**config.mk**
```make
export PLATFORM = sky130hd
export DESIGN_NAME = standard_event_status_unit
export DESIGN_NICKNAME = d
export VERILOG_FILES = /design/src/rtl/event_status_pkg.sv /design/src/rtl/standard_event_status_unit.sv
export VERILOG_INCLUDE_DIRS = /design/src /design/src/rtl
export SDC_FILE = /design/constraint.sdc
export NUM_CORES = 1
export LEC_CHECK = 0
export ABC_AREA = 1
export BUFFER_PORTS_ARGS = -buffer_cell sky130_fd_sc_hd__buf_2
export CAP_MARGIN = 20
export CORE_MARGIN = 2
export CORE_UTILIZATION = 45
export DETAILED_ROUTE_END_ITERATION = 16
export PLACE_DENSITY = 0.73
export SLEW_MARGIN = 20
export SYNTH_ARGS = -nofsm -noshare
export SYNTH_HDL_FRONTEND = slang
export SYNTH_SLANG_ARGS = --single-unit
```
**constraint.sdc**
```tcl
create_clock -name mclk_i -period 2.2 [get_ports mclk_i]
set_input_delay 0.33 -clock mclk_i [delete_from_list [all_inputs] [get_ports mclk_i]]
set_output_delay 0.33 -clock mclk_i [all_outputs]
set_load 0.01 [all_outputs]
```
**src/rtl/event_status_defines.svh**
```systemverilog
// Constants for the standard event status unit: bit positions, reset values
// and identification string geometry.
// Assumes inclusion by the unit; the package does not include it; definitions only.
`ifndef EVENT_STATUS_DEFINES_SVH
`define EVENT_STATUS_DEFINES_SVH
`define SEF_OPC_BIT        0
`define SEF_QUERY_ERR_BIT  2
`define SEF_DEVICE_ERR_BIT 3
`define SEF_EXEC_ERR_BIT   4
`define SEF_CMD_ERR_BIT    5
`define SEF_USED_MASK      8'h3D
`define STB_ERRQ_BIT       2
`define STB_QUES_BIT       3
`define STB_MAV_BIT        4
`define STB_ESB_BIT        5
`define STB_RQS_BIT        6
`define STB_OPER_BIT       7
`define EEM_RESET          8'h00
`define SRE_RESET          8'h00
`define SEF_RESET          8'h00
`define ERR_CLASS_CMD      4'h1
`define ERR_CLASS_EXEC     4'h2
`define ERR_CLASS_DEV      4'h3
`define ERR_CLASS_QUERY    4'h4
`define IDN_LEN            6'h28
`endif

```
**src/rtl/event_status_pkg.sv**
```systemverilog
// Types shared by the standard event status unit.
// Assumes the defines header is compiled alongside.
package event_status_pkg;
   typedef enum logic [2:0] {
      CMD_NONE,
      CMD_CLEAR_STATUS,
      CMD_WRITE_MASK,
      CMD_READ_MASK,
      CMD_READ_FLAGS,
      CMD_READ_IDENT,
      CMD_OP_COMPLETE
   } cmd_t;
   typedef enum logic [1:0] {
      OPC_IDLE,
      OPC_ARMED,
      OPC_REPORT
   } opc_state_t;
endpackage

```
**src/rtl/standard_event_status_unit.sv**
```systemverilog
// Standard event status unit: event flags, enable mask, status byte,
// operation-complete tracking and the identification string.
// Assumes a command decoder on the same clock that gives one-cycle commands.
//
// What this block does
// Clear-status empties the pending error queue.
// Clear-status zeroes events, status byte; keeps masks.
// Clear-status returns completion tracking to idle.
// Event mask accepts 0..255, resets to 0.
// Masked event bits set event summary bit 5.
// Event layout: 5 cmd,4 exec,3 dev,2 query,0 opc.
// Mask query returns stored mask unchanged.
// Flags query returns contents, then clears all but events set in the read cycle.
// Class 1xx error sets command error bit.
// Class 2xx error sets execution error bit.
// Class 3xx or questionable V/I error sets device.
// Class 4xx error sets query error bit.
// Identification returns comma-separated maker/model/ratings/revisions.
// Completion bit set once commands and output settle.
// Completion request never stalls the command stream.
// Controller polls flags after completion command.
// Enabled status bits ORed into bit 6.
// Status byte layout: 7,5,4,3,2; bits 1,0 zero.
// Event bits sticky until read or cleared.
`include "event_status_defines.svh"

module standard_event_status_unit
   import event_status_pkg::*;
#(
   parameter logic [7:0] MAKER_CHAR = 8'h41 // Arbitrary neutral filler.
) (
   input  wire logic       mclk_i,
   input  wire logic       arst_n_i,
   input  wire cmd_t       cmd_i,
   input  wire logic [7:0] cmd_data_i,
   input  wire logic       err_valid_i,
   input  wire logic [3:0] err_class_i,
   input  wire logic       vi_error_i,
   input  wire logic       vi_ques_i,
   input  wire logic       busy_i,
   input  wire logic       oper_summary_i,
   input  wire logic       ques_summary_i,
   input  wire logic       msg_avail_i,
   input  wire logic [7:0] srv_enable_i,
   input  wire logic [5:0] idn_index_i,
   output logic            err_queue_flush_o,
   output logic            resp_valid_o,
   output logic [7:0]      resp_data_o,
   output logic [7:0]      status_summary_byte_o,
   output logic [7:0]      event_enable_mask_o,
   output logic [7:0]      standard_event_flags_o
);

   // Identification text, index 0 leftmost. It fills every slot: a shorter
   // literal would be padded at the front and shift every character.
   localparam logic [8*40-1:0] IDN_TEXT =
      "AAAAA,MODEL00000000,100,2,000000,1.0-1.0";

   logic [7:0] eem_q, eem_d;
   logic [7:0] sef_q, sef_d;
   logic [7:0] stb_q, stb_d;
   logic       flush_q, flush_d;
   logic       rv_q, rv_d;
   logic [7:0] rd_q, rd_d;
   opc_state_t opc_q, opc_d;
   logic [7:0] ev_set;

   function automatic logic [7:0] idn_char(input logic [5:0] idx);
      logic [5:0] pos;
      pos = 6'(`IDN_LEN - 6'h01 - idx);
      if (idx >= `IDN_LEN) begin
         idn_char = 8'h00;
      end else if (idx < 6'h05) begin
         idn_char = MAKER_CHAR;
      end else begin
         idn_char = IDN_TEXT[pos*8 +: 8];
      end
   endfunction

   always_comb begin
      ev_set = 8'h00;
      if (err_valid_i) begin
         unique case (err_class_i)
            `ERR_CLASS_CMD:   ev_set[`SEF_CMD_ERR_BIT] = 1'b1;
            `ERR_CLASS_EXEC:  ev_set[`SEF_EXEC_ERR_BIT] = 1'b1;
            `ERR_CLASS_DEV:   ev_set[`SEF_DEVICE_ERR_BIT] = 1'b1;
            `ERR_CLASS_QUERY: ev_set[`SEF_QUERY_ERR_BIT] = 1'b1;
            default:          ev_set = 8'h00;
         endcase
      end
      if (vi_error_i && vi_ques_i) begin
         ev_set[`SEF_DEVICE_ERR_BIT] = 1'b1;
      end
      // Completion bit waits for the decoder and output to go quiet.
      if (opc_q == OPC_ARMED && !busy_i) begin
         ev_set[`SEF_OPC_BIT] = 1'b1;
      end
      ev_set = ev_set & `SEF_USED_MASK;
   end

   always_comb begin
      eem_d   = eem_q;
      opc_d   = opc_q;
      flush_d = 1'b0;
      rv_d    = 1'b0;
      rd_d    = rd_q;
      // Sticky: bits only accumulate until a read or clear.
      sef_d   = sef_q | ev_set;
      unique case (cmd_i)
         CMD_CLEAR_STATUS: begin
            flush_d = 1'b1;
            sef_d   = 8'h00;
            opc_d   = OPC_IDLE;
         end
         CMD_WRITE_MASK: begin
            eem_d = cmd_data_i;
         end
         CMD_READ_MASK: begin
            rv_d = 1'b1;
            rd_d = eem_q;
         end
         CMD_READ_FLAGS: begin
            rv_d  = 1'b1;
            rd_d  = sef_q;
            // Events landing in the read cycle survive for the next read.
            sef_d = ev_set;
         end
         CMD_READ_IDENT: begin
            rv_d = 1'b1;
            rd_d = idn_char(idn_index_i);
         end
         CMD_OP_COMPLETE: begin
            // Arming only records intent; the stream keeps flowing.
            opc_d = OPC_ARMED;
         end
         CMD_NONE: begin
         end
         default: begin
         end
      endcase
      if (cmd_i != CMD_CLEAR_STATUS && cmd_i != CMD_OP_COMPLETE) begin
         if (opc_q == OPC_ARMED && !busy_i) begin
            opc_d = OPC_REPORT;
         end else if (opc_q == OPC_REPORT) begin
            opc_d = OPC_IDLE;
         end
      end
   end

   always_comb begin
      stb_d = 8'h00;
      stb_d[`STB_OPER_BIT] = oper_summary_i;
      stb_d[`STB_ESB_BIT]  = |(sef_d & eem_d);
      stb_d[`STB_MAV_BIT]  = msg_avail_i;
      stb_d[`STB_QUES_BIT] = ques_summary_i;
      stb_d[`STB_ERRQ_BIT] = err_valid_i && cmd_i != CMD_CLEAR_STATUS;
      if (cmd_i == CMD_CLEAR_STATUS) begin
         stb_d = 8'h00;
      end
      stb_d[`STB_RQS_BIT] = |(stb_d & srv_enable_i & 8'hBF);
   end

   always_ff @(posedge mclk_i or negedge arst_n_i) begin
      if (!arst_n_i) begin
         eem_q   <= `EEM_RESET;
         sef_q   <= `SEF_RESET;
         stb_q   <= 8'h00;
         flush_q <= 1'b0;
         rv_q    <= 1'b0;
         rd_q    <= 8'h00;
         opc_q   <= OPC_IDLE;
      end else begin
         eem_q   <= eem_d;
         sef_q   <= sef_d;
         stb_q   <= stb_d;
         flush_q <= flush_d;
         rv_q    <= rv_d;
         rd_q    <= rd_d;
         opc_q   <= opc_d;
      end
   end

   assign err_queue_flush_o      = flush_q;
   assign resp_valid_o           = rv_q;
   assign resp_data_o            = rd_q;
   assign status_summary_byte_o  = stb_q;
   assign event_enable_mask_o    = eem_q;
   assign standard_event_flags_o = sef_q;
endmodule

```
Word level (Yosys, flattened, before mapping)
Cells that the tools add are included.

Register bits after elaboration: 36. Input bits: 38. Output and inout port bits: 34. Logic and storage cells: 56.

Add/sub/neg operators: 1. $lt $le $gt $ge: 2. Equal/unequal tests: 14. Shift-type cells: 1. Mux-type cells: 19. Bitwise gates (word level): 3. Reduce and logical (&&, ||, !) cells: 9.

Operators by type and width (number): 320-bit by 10-bit indexed part select with 8-bit output (first input constant) (1); 8-bit two-way mux (4); 8-bit one-hot mux with 3 select lines (1); 8-bit bitwise AND (2); 8-bit one-hot mux with 2 select lines (1); 3-bit == test (second input constant) (3); 4-bit by 2-bit == test with 1-bit output (second input constant) (2); 1-bit two-way mux (8); 8-bit by 6-bit bitwise OR with 8-bit output (1); 8-bit OR reduction (1); 7-bit OR reduction (1); 3-bit by 2-bit == test with 1-bit output (second input constant) (2); 6-bit >= comparator (second input constant) (1); 6-bit by 3-bit less-than comparator with 1-bit output (second input constant) (1); 2-bit two-way mux (3); 6-bit two-way mux (1); 6-bit subtractor (first input constant) (1); 4-bit by 1-bit == test with 1-bit output (second input constant) (1); 4-bit by 3-bit == test with 1-bit output (second input constant) (1); 1-bit logical AND (4); 2-bit one-hot mux with 2 select lines (1); 3-bit by 1-bit == test with 1-bit output (second input constant) (1); 3-bit by 1-bit != test with 1-bit output (second input constant) (1); 3-bit != test (second input constant) (1); other kinds (5) (5).

Depth between registers and ports, before layout
Gate-level depths: netlist of run 1.

Word-level depth: 11. Gate-level depth with buffers: 12. Mapped depth without buffers: 11.

Least setup slack after synthesis of run 1
Ideal clock, no wire load.

Path type: input-to-reg. Start: in idn_index_i[3]. End: reg rd_q[2], in the netlist resp_data_o[2]. Library setup time: 0.077 ns. Data arrival time: 1.629 ns. Required time: 2.123 ns. Setup slack: 0.494 ns. Cell stages on the path: 10. Buffers on the path: 1. Cells stage by stage: buf_2 > inv_1 > ha_1 > nor2_1 > inv_1 > o21ai_0 > inv_1 > nor2_1 > nand2_1 > a21oi_1.

Word-level cells in the longest chain between the ends: 5. Elaborated cells on any way between the ends: 7. Classes of those cells: 1 x add/sub; 2 x order compare; 1 x shift; 3 x mux.

RTL lines: start, declared (line standard_event_status_unit.sv:45) `input wire logic [5:0] idn_index_i,`; 6-bit subtractor (no line); 320-bit by 10-bit indexed part select with 8-bit output (line standard_event_status_unit.sv:76) `idn_char = IDN_TEXT[pos*8 +: 8];`; 8-bit two-way mux (line standard_event_status_unit.sv:73) `end else if (idx < 6'h05) begin`; 8-bit two-way mux (*) (line standard_event_status_unit.sv:71) `` if (idx >= `IDN_LEN) begin ``; 8-bit one-hot mux with 3 select lines (*) (line standard_event_status_unit.sv:109) `unique case (cmd_i)`; end signal, assigned (line standard_event_status_unit.sv:178) `rd_q <= rd_d;`; end, declared (line standard_event_status_unit.sv:64) `logic [7:0] rd_q, rd_d;`.

Every way passes the cells marked *; elsewhere a longest branch is shown, timed or not. A chain may end at the register's enable or synchronous reset.

Worst setup path after layout of run 1
Same ends and word-level chain as after synthesis.

==> flow_summary.ini, run 1 <==
[critical_path]
cp.arrival_ps = 1870
path_max_fanout = 11
r2r_start = opc_q[0]$_DFF_PN0_
r2r_cells = 10
crit_chain = buf_2 -> inv_1 -> ha_1 -> nor2_1 -> inv_1 -> o21ai_0 -> inv_1 -> nor2_1 -> nand2_1 -> a21oi_1
criticalPathCategory = in -> reg
cp-endpoint = resp_data_o[2]$_DFFE_PN0P_
worst_setup_path_end_kind = flop
crit_slowest_cell = ha_1
r2r_slack_ps = 1040
critical_path.max_stage_delay_ps = 400
cp_data_required_time_ps = 2410
startpoint = idn_index_i[3]
start_kind = input pin
crit_top_cell = inv_1
r2r_end = status_summary_byte_o[6]$_DFF_PN0_

[sta]
period_share = 0.7533
fmax_mhz = 603.4
setup_tns_ps = 0
rsz0062_at_grt = false
tightest_slew_ps = 766.6
setup_viol = 0
finalMaxSlewViolations = 0
final-hold-violation-count = 0
setup_ws_ps = 542.8
min_period_ps = 1657
slew_headroom = 0.4889
clock-skew-final_ps = 1.910

[logic_synthesis]
synth_cell_types = 29
synth_area_per_cell_sq_um = 7.380
netlist_instances = 266
synth_area_sq_um = 1963
synth-seq-cells = 34
ys_warn_count = 0
synth_seq_area_share = 0.4334

[drt]
drc = 0
drt_iter0_drc = 106
antenna_left = 0
post_drt_wl_per_cell_um = 11.75
routed_wl_um = 4536
routed_via_density = 4.891
dr.pass1.iters = 4
via_count = 1888

[global_route]
grt_max_degree = 35
grt_overflow = 0
grt_antenna_before_repair = 0
grt_pass1_vias = 1743
grtUsageTotal = 0.1920
grt_pass1_wl_um = 7652

[placed_design]
hpwl_um = 3477
portBuffers = 66
gp_congestion = 0.8377
place_ws_ps = 284.0

[power]
cellLeakagePower_nw = 1.383
internal-power_mw = 1.365
switching_share = 0.2870
vdd_drop_max_mv = 0.5205
switchingPower_mw = 0.5494
power_frac_seq = 0.401
combPwrFrac = 0.224
power.density_nw_per_um2 = 783.8
power_frac_clock = 0.375

[clocking]
root_buffer = clkbuf_8
postCtsResizedCells = 0
numCtsBuffers = 5
cts_hold_buffers = 0
insertion_delay_ps = 290
post_cts_buffers = 0
cts_tree = done
htree_levels = 2
cts_buffer_depth = 2
clkSinkCount = 34
cts.clk_slew.worst_paths_ps = 70

[layout]
layout_common_cells = nand2_1, buf_2, inv_1
final_common_cell = nand2_1
nets = 373
n_antenna_cell = 0
fill_cells = 422
area_growth_pct = 24.41
drive_above_1_share = 0.2695
multi_input_area_sq_um = 889.6
register_area_sq_um = 850.8

[die]
die-height_um = 70.05
rows = 24
die_w_um = 70.05
core_sq_um = 4264
dieArea_sq_um = 4907
num_io_pins = 72
initial_core_util = 0.4604

[status]
status = complete, no violations

[job]
max-cap-violations = 0

[min_path]
hp-class = in -> async
==> power by group through the flow <==
stage	sequential, mW	combinational (mW)	clock [mW]
floorplan	0.813	0.220	0
global placement	0.778	0.424	0
detailed placement	0.778	0.431	0
CTS	0.767	0.434	0.721
global route	0.776	0.486	0.760
finish	0.768	0.429	0.717
==> routing by layer <==
metal  share of wire  GRT usage  vias to the layer above
li1                -          -                      968
met1            0.46     0.2449                      862
met2            0.49     0.3302                       49
met3           0.047    0.04185                        9
met4          0.0097    0.05128                        0
met5               0          0                        -
==> per-stage QoR <==
step	area (sq um)	utilization	hold WS (ps)	total power, mW	cells
2_1_floorplan	1967	-	34.41	1.033	267
4_1_cts	2442	0.5728	127.0	1.921	386
6_report	2442	0.5728	111.1	1.914	386
3_3_place_gp	2300	0.5393	431.4	1.202	378
5_1_grt	2442	0.5728	161.6	2.022	386
3_5_place_dp	2300	0.5393	433.3	1.208	378
==> worst min path at each step <==
stage,startpoint,end,slack (ps),cells past startpoint
final,arst_n_i,status_summary_byte_o[4]$_DFF_PN0_,110,1
after global routing,arst_n_i,status_summary_byte_o[4]$_DFF_PN0_,160,1
after CTS,arst_n_i,status_summary_byte_o[4]$_DFF_PN0_,130,1
after detailed placement,arst_n_i,status_summary_byte_o[4]$_DFF_PN0_,430,1
after global placement,arst_n_i,status_summary_byte_o[4]$_DFF_PN0_,430,1
after floorplan,arst_n_i,err_queue_flush_o$_DFF_PN0_,30,0
==> area by class of cell <==
type | instances | area share
timing repair buffer | 66 | 0.1352
clock inverter | 2 | 0.02459
inverter | 40 | 0.06711
clock buffer | 6 | 0.03381
sequential | 34 | 0.3484
tap | 52 | 0.02664
multi-input combinational | 186 | 0.3642
==> sequential cells by signal (all words and copies together), names as in the netlist <==
name	flops
resp_valid_o	1
resp_data_o	8
standard_event_flags_o	8
err_queue_flush_o	1
opc_q	2
event_enable_mask_o	8
status_summary_byte_o	6
==> synth_stat cells, drive strengths merged <==
library cell | n | area share
bufinv | 1 | 0.0089
inv | 39 | 0.075
a21oi | 11 | 0.030
nand2 | 82 | 0.16
buf | 7 | 0.032
o22ai | 1 | 0.0032
dfrtp | 34 | 0.43
nand3 | 30 | 0.094
nor2 | 33 | 0.068
ha | 2 | 0.013
a31oi | 1 | 0.0032
and2 | 1 | 0.0032
o21ai | 10 | 0.027
conb | 1 | 0.0019
nand4 | 5 | 0.016
nor3 | 1 | 0.0025
a211oi | 6 | 0.023
o211ai | 1 | 0.0038
==> critical path: cells and delay by family <==
| family | cells | cell delay (ps) |
|---|---|---|
| compound gates | 2 | 310 |
| fa+ha+maj | 1 | 400 |
| buf+inv | 4 | 430 |
| simple gates | 3 | 410 |
==> logic make-up (layout without fill, tap and decap cells) <==
group | after synthesis | count (layout) | share of synthesized area
flip-flops | 34 | 34 | 0.4334
AND/OR/NAND/NOR | 152 | 152 | 0.3461
AO/OA/AOI/OAI | 30 | 30 | 0.09051
buffers and inverters | 47 | 114 | 0.1154
other | 1 | 2 | 0.001910
adder cells (fa/ha/maj) | 2 | 2 | 0.01274
No activity file was read; power rests on OpenSTA's default activity.
==> inputs of run 2 (changes only) <==
Clock period 2.2 ns to 1.6 ns, I/O delays scaled along.
==> flow_summary.ini, run 2 (same netlist as run 1, synthesis figures left out) <==
[drt]
routed_wl_um = 4700
drt_iter0_drc = 98
post_drt_wl_per_cell_um = 11.87
drc = 0
dr.pass1.iters = 4
via_count = 1956
routed_via_density = 4.939
antenna_left = 0

[power]
internal-power_mw = 1.732
cellLeakagePower_nw = 1.425
power_frac_clock = 0.323
power_frac_seq = 0.427
combPwrFrac = 0.250
power_mw = 2.473
power.density_nw_per_um2 = 984.2
switching_share = 0.2995
vdd_drop_max_mv = 0.5491
switchingPower_mw = 0.7405

[layout]
layout_common_cells = nand2_1, buf_2, inv_1
n_antenna_cell = 0
nets = 384
fin_area_sq_um = 2512
area_growth_pct = 27.98
final_common_cell = nand2_1
drive_above_1_share = 0.2907
fin_util = 0.5892

[global_route]
grt_pass1_wl_um = 7845
grt_max_degree = 19
grt_overflow = 0
grt_antenna_before_repair = 0
grtUsageTotal = 0.1995
grt_pass1_vias = 1777

[sta]
min_period_ps = 1325
hold_slack_ps = 146.4
period_share = 0.8284
final-hold-violation-count = 0
rsz0062_at_grt = false
fmax_mhz = 754.5
clock-skew-final_ps = 9.317
setup_viol = 0
finalMaxSlewViolations = 0

[die]
num_io_pins = 72
die_w_um = 70.05
core_sq_um = 4264
die-height_um = 70.05
dieArea_sq_um = 4907
rows = 24
initial_core_util = 0.4604

[critical_path]
crit_slowest_cell = a21oi_2
worst_setup_path_end_kind = flop
crit_chain = buf_2 -> bufinv_8 -> nand3_4 -> nand2_1 -> a21oi_2 -> inv_2 -> nor2_1 -> a21oi_1
start_kind = input pin
cp.depth = 8
path_buf_inv = 3
r2r_cells = 10
path_max_fanout = 10
cp.arrival_ps = 1490
r2r_slack_ps = 430
crit_family = buffers and inverters
criticalPathCategory = in -> reg
critical_path.max_stage_delay_ps = 350
cp_data_required_time_ps = 1760

[clocking]
postCtsResizedCells = 0
cts_buffer_depth = 2
root_buffer = clkbuf_8
cts_tree = done
insertion_delay_ps = 280
clkSinkCount = 34
post_cts_buffers = 0
cts.clk_slew.worst_paths_ps = 70
numCtsBuffers = 5
cts_hold_buffers = 1
htree_levels = 2

[min_path]
hp-class = in -> reg
holdPathStages = 3

[job]
max-cap-violations = 0

[placed_design]
gp_congestion = 0.8176
placed_cell_area_sq_um = 2390
portBuffers = 66
hpwl_um = 3706

[status]
status = complete, no violations
run 2: tightest hold or removal path, delay by kind of cell:
kind	cells	cell delay, ps
buffers and inverters	1	80
and+or+nand+nor	2	80
run 2: path summary, 6_finish.rpt:
kind / from / end
worst max register to register: opc_q[0]$_DFF_PN0_ / status_summary_byte_o[6]$_DFF_PN0_
worst min-delay path: srv_enable_i[5] / status_summary_byte_o[6]$_DFF_PN0_
max in group asynchronous: arst_n_i / resp_valid_o$_DFF_PN0_
worst max-delay path: cmd_i[1] / resp_data_o[0]$_DFFE_PN0P_
worst min register to register: resp_data_o[7]$_DFFE_PN0P_ / resp_data_o[7]$_DFFE_PN0P_
min in group asynchronous: arst_n_i / opc_q[1]$_DFF_PN0_
run 2: through the flow:
| step | worst slack (ps) | TNS, ps | cells |
|---|---|---|---|
| after global placement | 34.52 | 0 | 388 |
| after floorplan | 4.905 | 0 | 267 |
| final | 274.6 | 0 | 396 |
| after detailed placement | -19.09 | -76.51 | 388 |
| after CTS | 280.9 | 0 | 396 |
| after global routing | 131.9 | 0 | 396 |
run 2: layout make-up:
type                    instances  area [sq um]
clock buffers                   6         82.58
clock inverters                 1         30.03
fillers                       413          1752
inverters                      40         163.9
multi-input cells             186         892.1
flip-flops and latches         34         850.8
well taps                      52         65.06
repair buffers                 77         427.9
run 2: power groups by stage:
stage	combinational, mW	sequential (mW)	clock (mW)
2_1_floorplan	0.304	1.12	0
3_3_place_gp	0.603	1.07	0
3_5_place_dp	0.617	1.07	0
4_1_cts	0.622	1.06	0.821
5_1_grt	0.695	1.07	0.850
6_report	0.618	1.06	0.799
run 2: metal layers:
layer / wire [um] / up-vias / track usage
met5: 0 / - / 0
li1: - / 994 / -
met1: 2016 / 884 / 0.2495
met2: 2337 / 69 / 0.3344
met3: 255 / 9 / 0.04473
met4: 91 / 0 / 0.07906
==> inputs of run 3 (changes only) <==
Settings changed: ABC_AREA 1 to 0, CORE_UTILIZATION 45 to 44, PLACE_DENSITY 0.73 to 0.74.
Clock period 1.6 ns to 1.1 ns, I/O delays scaled along.
==> flow_summary.ini, run 3 <==
[global_route]
grt_max_degree = 35
met1_usage = 0.3093
grt_pass1_vias = 2067
grt_overflow = 0
grt_util_met2 = 0.4350
grt_antenna_before_repair = 0
grtUsageTotal = 0.2468
busiest_layer = met2
met3_usage = 0.04986
grt_pass1_wl_um = 9646

[layout]
area_growth_pct = 72.91
drive_above_1_share = 0.5257
final_common_cell = buf_2
n_antenna_cell = 0
nets = 370
layout_common_cells = buf_2, buf_4, buf_6
fin_util = 0.7795
fin_area_sq_um = 3371

[min_path]
holdPathStages = 3
min_to = event_enable_mask_o[1]$_DFF_PN0_
min_from = cmd_data_i[1]
hp-class = in -> reg

[critical_path]
critical_path.max_stage_delay_ps = 380
path_max_fanout = 6
criticalPathCategory = in -> reg
r2r_start = standard_event_flags_o[3]$_DFF_PN0_
cp.arrival_ps = 1580
worst_setup_path_end_kind = flop
r2r_end = status_summary_byte_o[6]$_DFF_PN0_
path_buf_inv = 2
r2r_slack_ps = -210
cp_data_required_time_ps = 1320
crit_chain = buf_12 -> inv_12 -> ha_4 -> or3b_4 -> a21oi_2 -> nor2_1 -> or3_1 -> a21oi_2
r2r_cells = 4
crit_family = simple AND/OR/NAND/NOR gates
crit_slowest_cell = or3_1
startpoint = idn_index_i[4]
crit_top_cell = a21oi_2
start_kind = input pin

[sta]
period_share = 1.233
fmax_mhz = 737.4
rsz0062_at_grt = true
clock-skew-final_ps = 6.377
finalMaxSlewViolations = 0
min_period_ps = 1356
final-hold-violation-count = 0
setup_viol = 15
setup_ws_ps = -256.2

[logic_synthesis]
synth_top_area_share = 0.4365
synth_area_per_cell_sq_um = 9.372
yosysTopAreaCell = dfrtp_1
synth_top_cells_by_count = dfrtp_1, nor2_1, a21oi_1, nor2b_1, inv_1
synth_seq_area_share = 0.4365
synth_area_sq_um = 1949
netlist_instances = 208
synth-async-reset-ratio = 1.000
synthTopCellsByArea = dfrtp_1, nor2_1, nor2b_1, a21oi_1, mux2i_1
synth_cell_types = 51
synth-seq-cells = 34
synth_edf_count = 0
synth.most_common_cell = dfrtp_1
synth-main-ff-cell = dfrtp_1
ys_warn_count = 0

[clocking]
cts_buffer_depth = 2
insertion_delay_ps = 290
htree_levels = 2
clkSinkCount = 34
root_buffer = clkbuf_8
cts_tree = done
cts.clk_slew.worst_paths_ps = 70
numCtsBuffers = 5

[drt]
dr.pass1.iters = 4
routed_wl_um = 6115
post_drt_wl_per_cell_um = 15.97
antenna_left = 0
drt_iter0_drc = 117
via_count = 2078
drc = 0
routed_via_density = 5.426

[die]
die-height_um = 70.56
rows = 24
initial_core_util = 0.4508
core_sq_um = 4324
dieArea_sq_um = 4979
die_w_um = 70.56
num_io_pins = 72

[job]
max-cap-violations = 0

[placed_design]
gp_congestion = 0.8452
placed_cell_area_sq_um = 2846
hpwl_um = 4313
portBuffers = 66

[status]
violations = negative setup slack
status = finished with violations

[power]
power.density_nw_per_um2 = 1244
cellLeakagePower_nw = 1.570
vdd_drop_max_mv = 1.043
[run 3: through the flow]
| stage | TNS (ps) | hold slack (ps) | power, mW | instances | worst slack (ps) |
|---|---|---|---|---|---|
| after detailed placement | -10200 | 134.6 | 2.723 | 366 | -782.5 |
| after global routing | -2718 | 116.1 | 4.374 | 383 | -312.7 |
| final | -1851 | 108.4 | 4.194 | 383 | -256.2 |
| after floorplan | -3259 | -130.6 | 2.127 | 209 | -471.2 |
| after global placement | -9031 | 135.9 | 2.690 | 366 | -723.0 |
| after CTS | -1663 | 107.9 | 4.089 | 380 | -251.4 |
[run 3: tightest hold or removal path, cell delays in order]
cell and delay [ps]:
buf_2 80, nand2_1 50, o21ai_0 70
[run 3: where the power goes]
group / switching [mW] / internal (mW)
clock: 0.455 / 0.678
combinational: 0.678 / 0.846
sequential: 0.121 / 1.42
[run 3: what timing repair did]
item                                    CTS  global route
endpoints found under the setup margin   28            27
setup buffers                             5             6
hold buffers                              1             0
pin swaps                                12             7
resized for setup                        52            19
hold endpoints to repair                 34             0
[run 3: cell families after synthesis]
| family | Yosys count | synth area share |
|---|---|---|
| DFF | 34 | 0.4365 |
| buffers and inverters | 24 | 0.05905 |
| adders and majority gates | 2 | 0.01283 |
| other | 1 | 0.001924 |
| and+or+nand+nor | 80 | 0.2336 |
| xor gates and xnor gates | 2 | 0.008988 |
| AOI/OAI and AO/OA | 56 | 0.1983 |
| muxes | 9 | 0.04878 |
[run 3: layer usage]
layer | share of wire | up-vias
met5 | 0 | -
met4 | 0.011 | 0
met3 | 0.066 | 10
met2 | 0.52 | 85
met1 | 0.40 | 998
li1 | - | 985
[run 3: cell type report]
| class | instances | area, sq um |
|---|---|---|
| tap | 52 | 65.06 |
| clock inverter | 1 | 30.03 |
| inverter | 10 | 55.05 |
| sequential | 34 | 850.8 |
| multi-input combinational | 151 | 1254 |
| clock buffer | 7 | 76.32 |
| fill | 279 | 953.4 |
| timing repair buffer | 128 | 1040 |
[run 3: worst max-delay path by stage]
stage                                       to  slack (ps)  depth (start not counted)
floorplan           resp_data_o[3]$_DFFE_PN0P_        -470                          8
global placement    resp_data_o[3]$_DFFE_PN0P_        -720                          8
detailed placement  resp_data_o[3]$_DFFE_PN0P_        -780                          8
CTS                 resp_data_o[3]$_DFFE_PN0P_        -250                          8
global route        resp_data_o[5]$_DFFE_PN0P_        -310                          9
finish              resp_data_o[3]$_DFFE_PN0P_        -260                          8
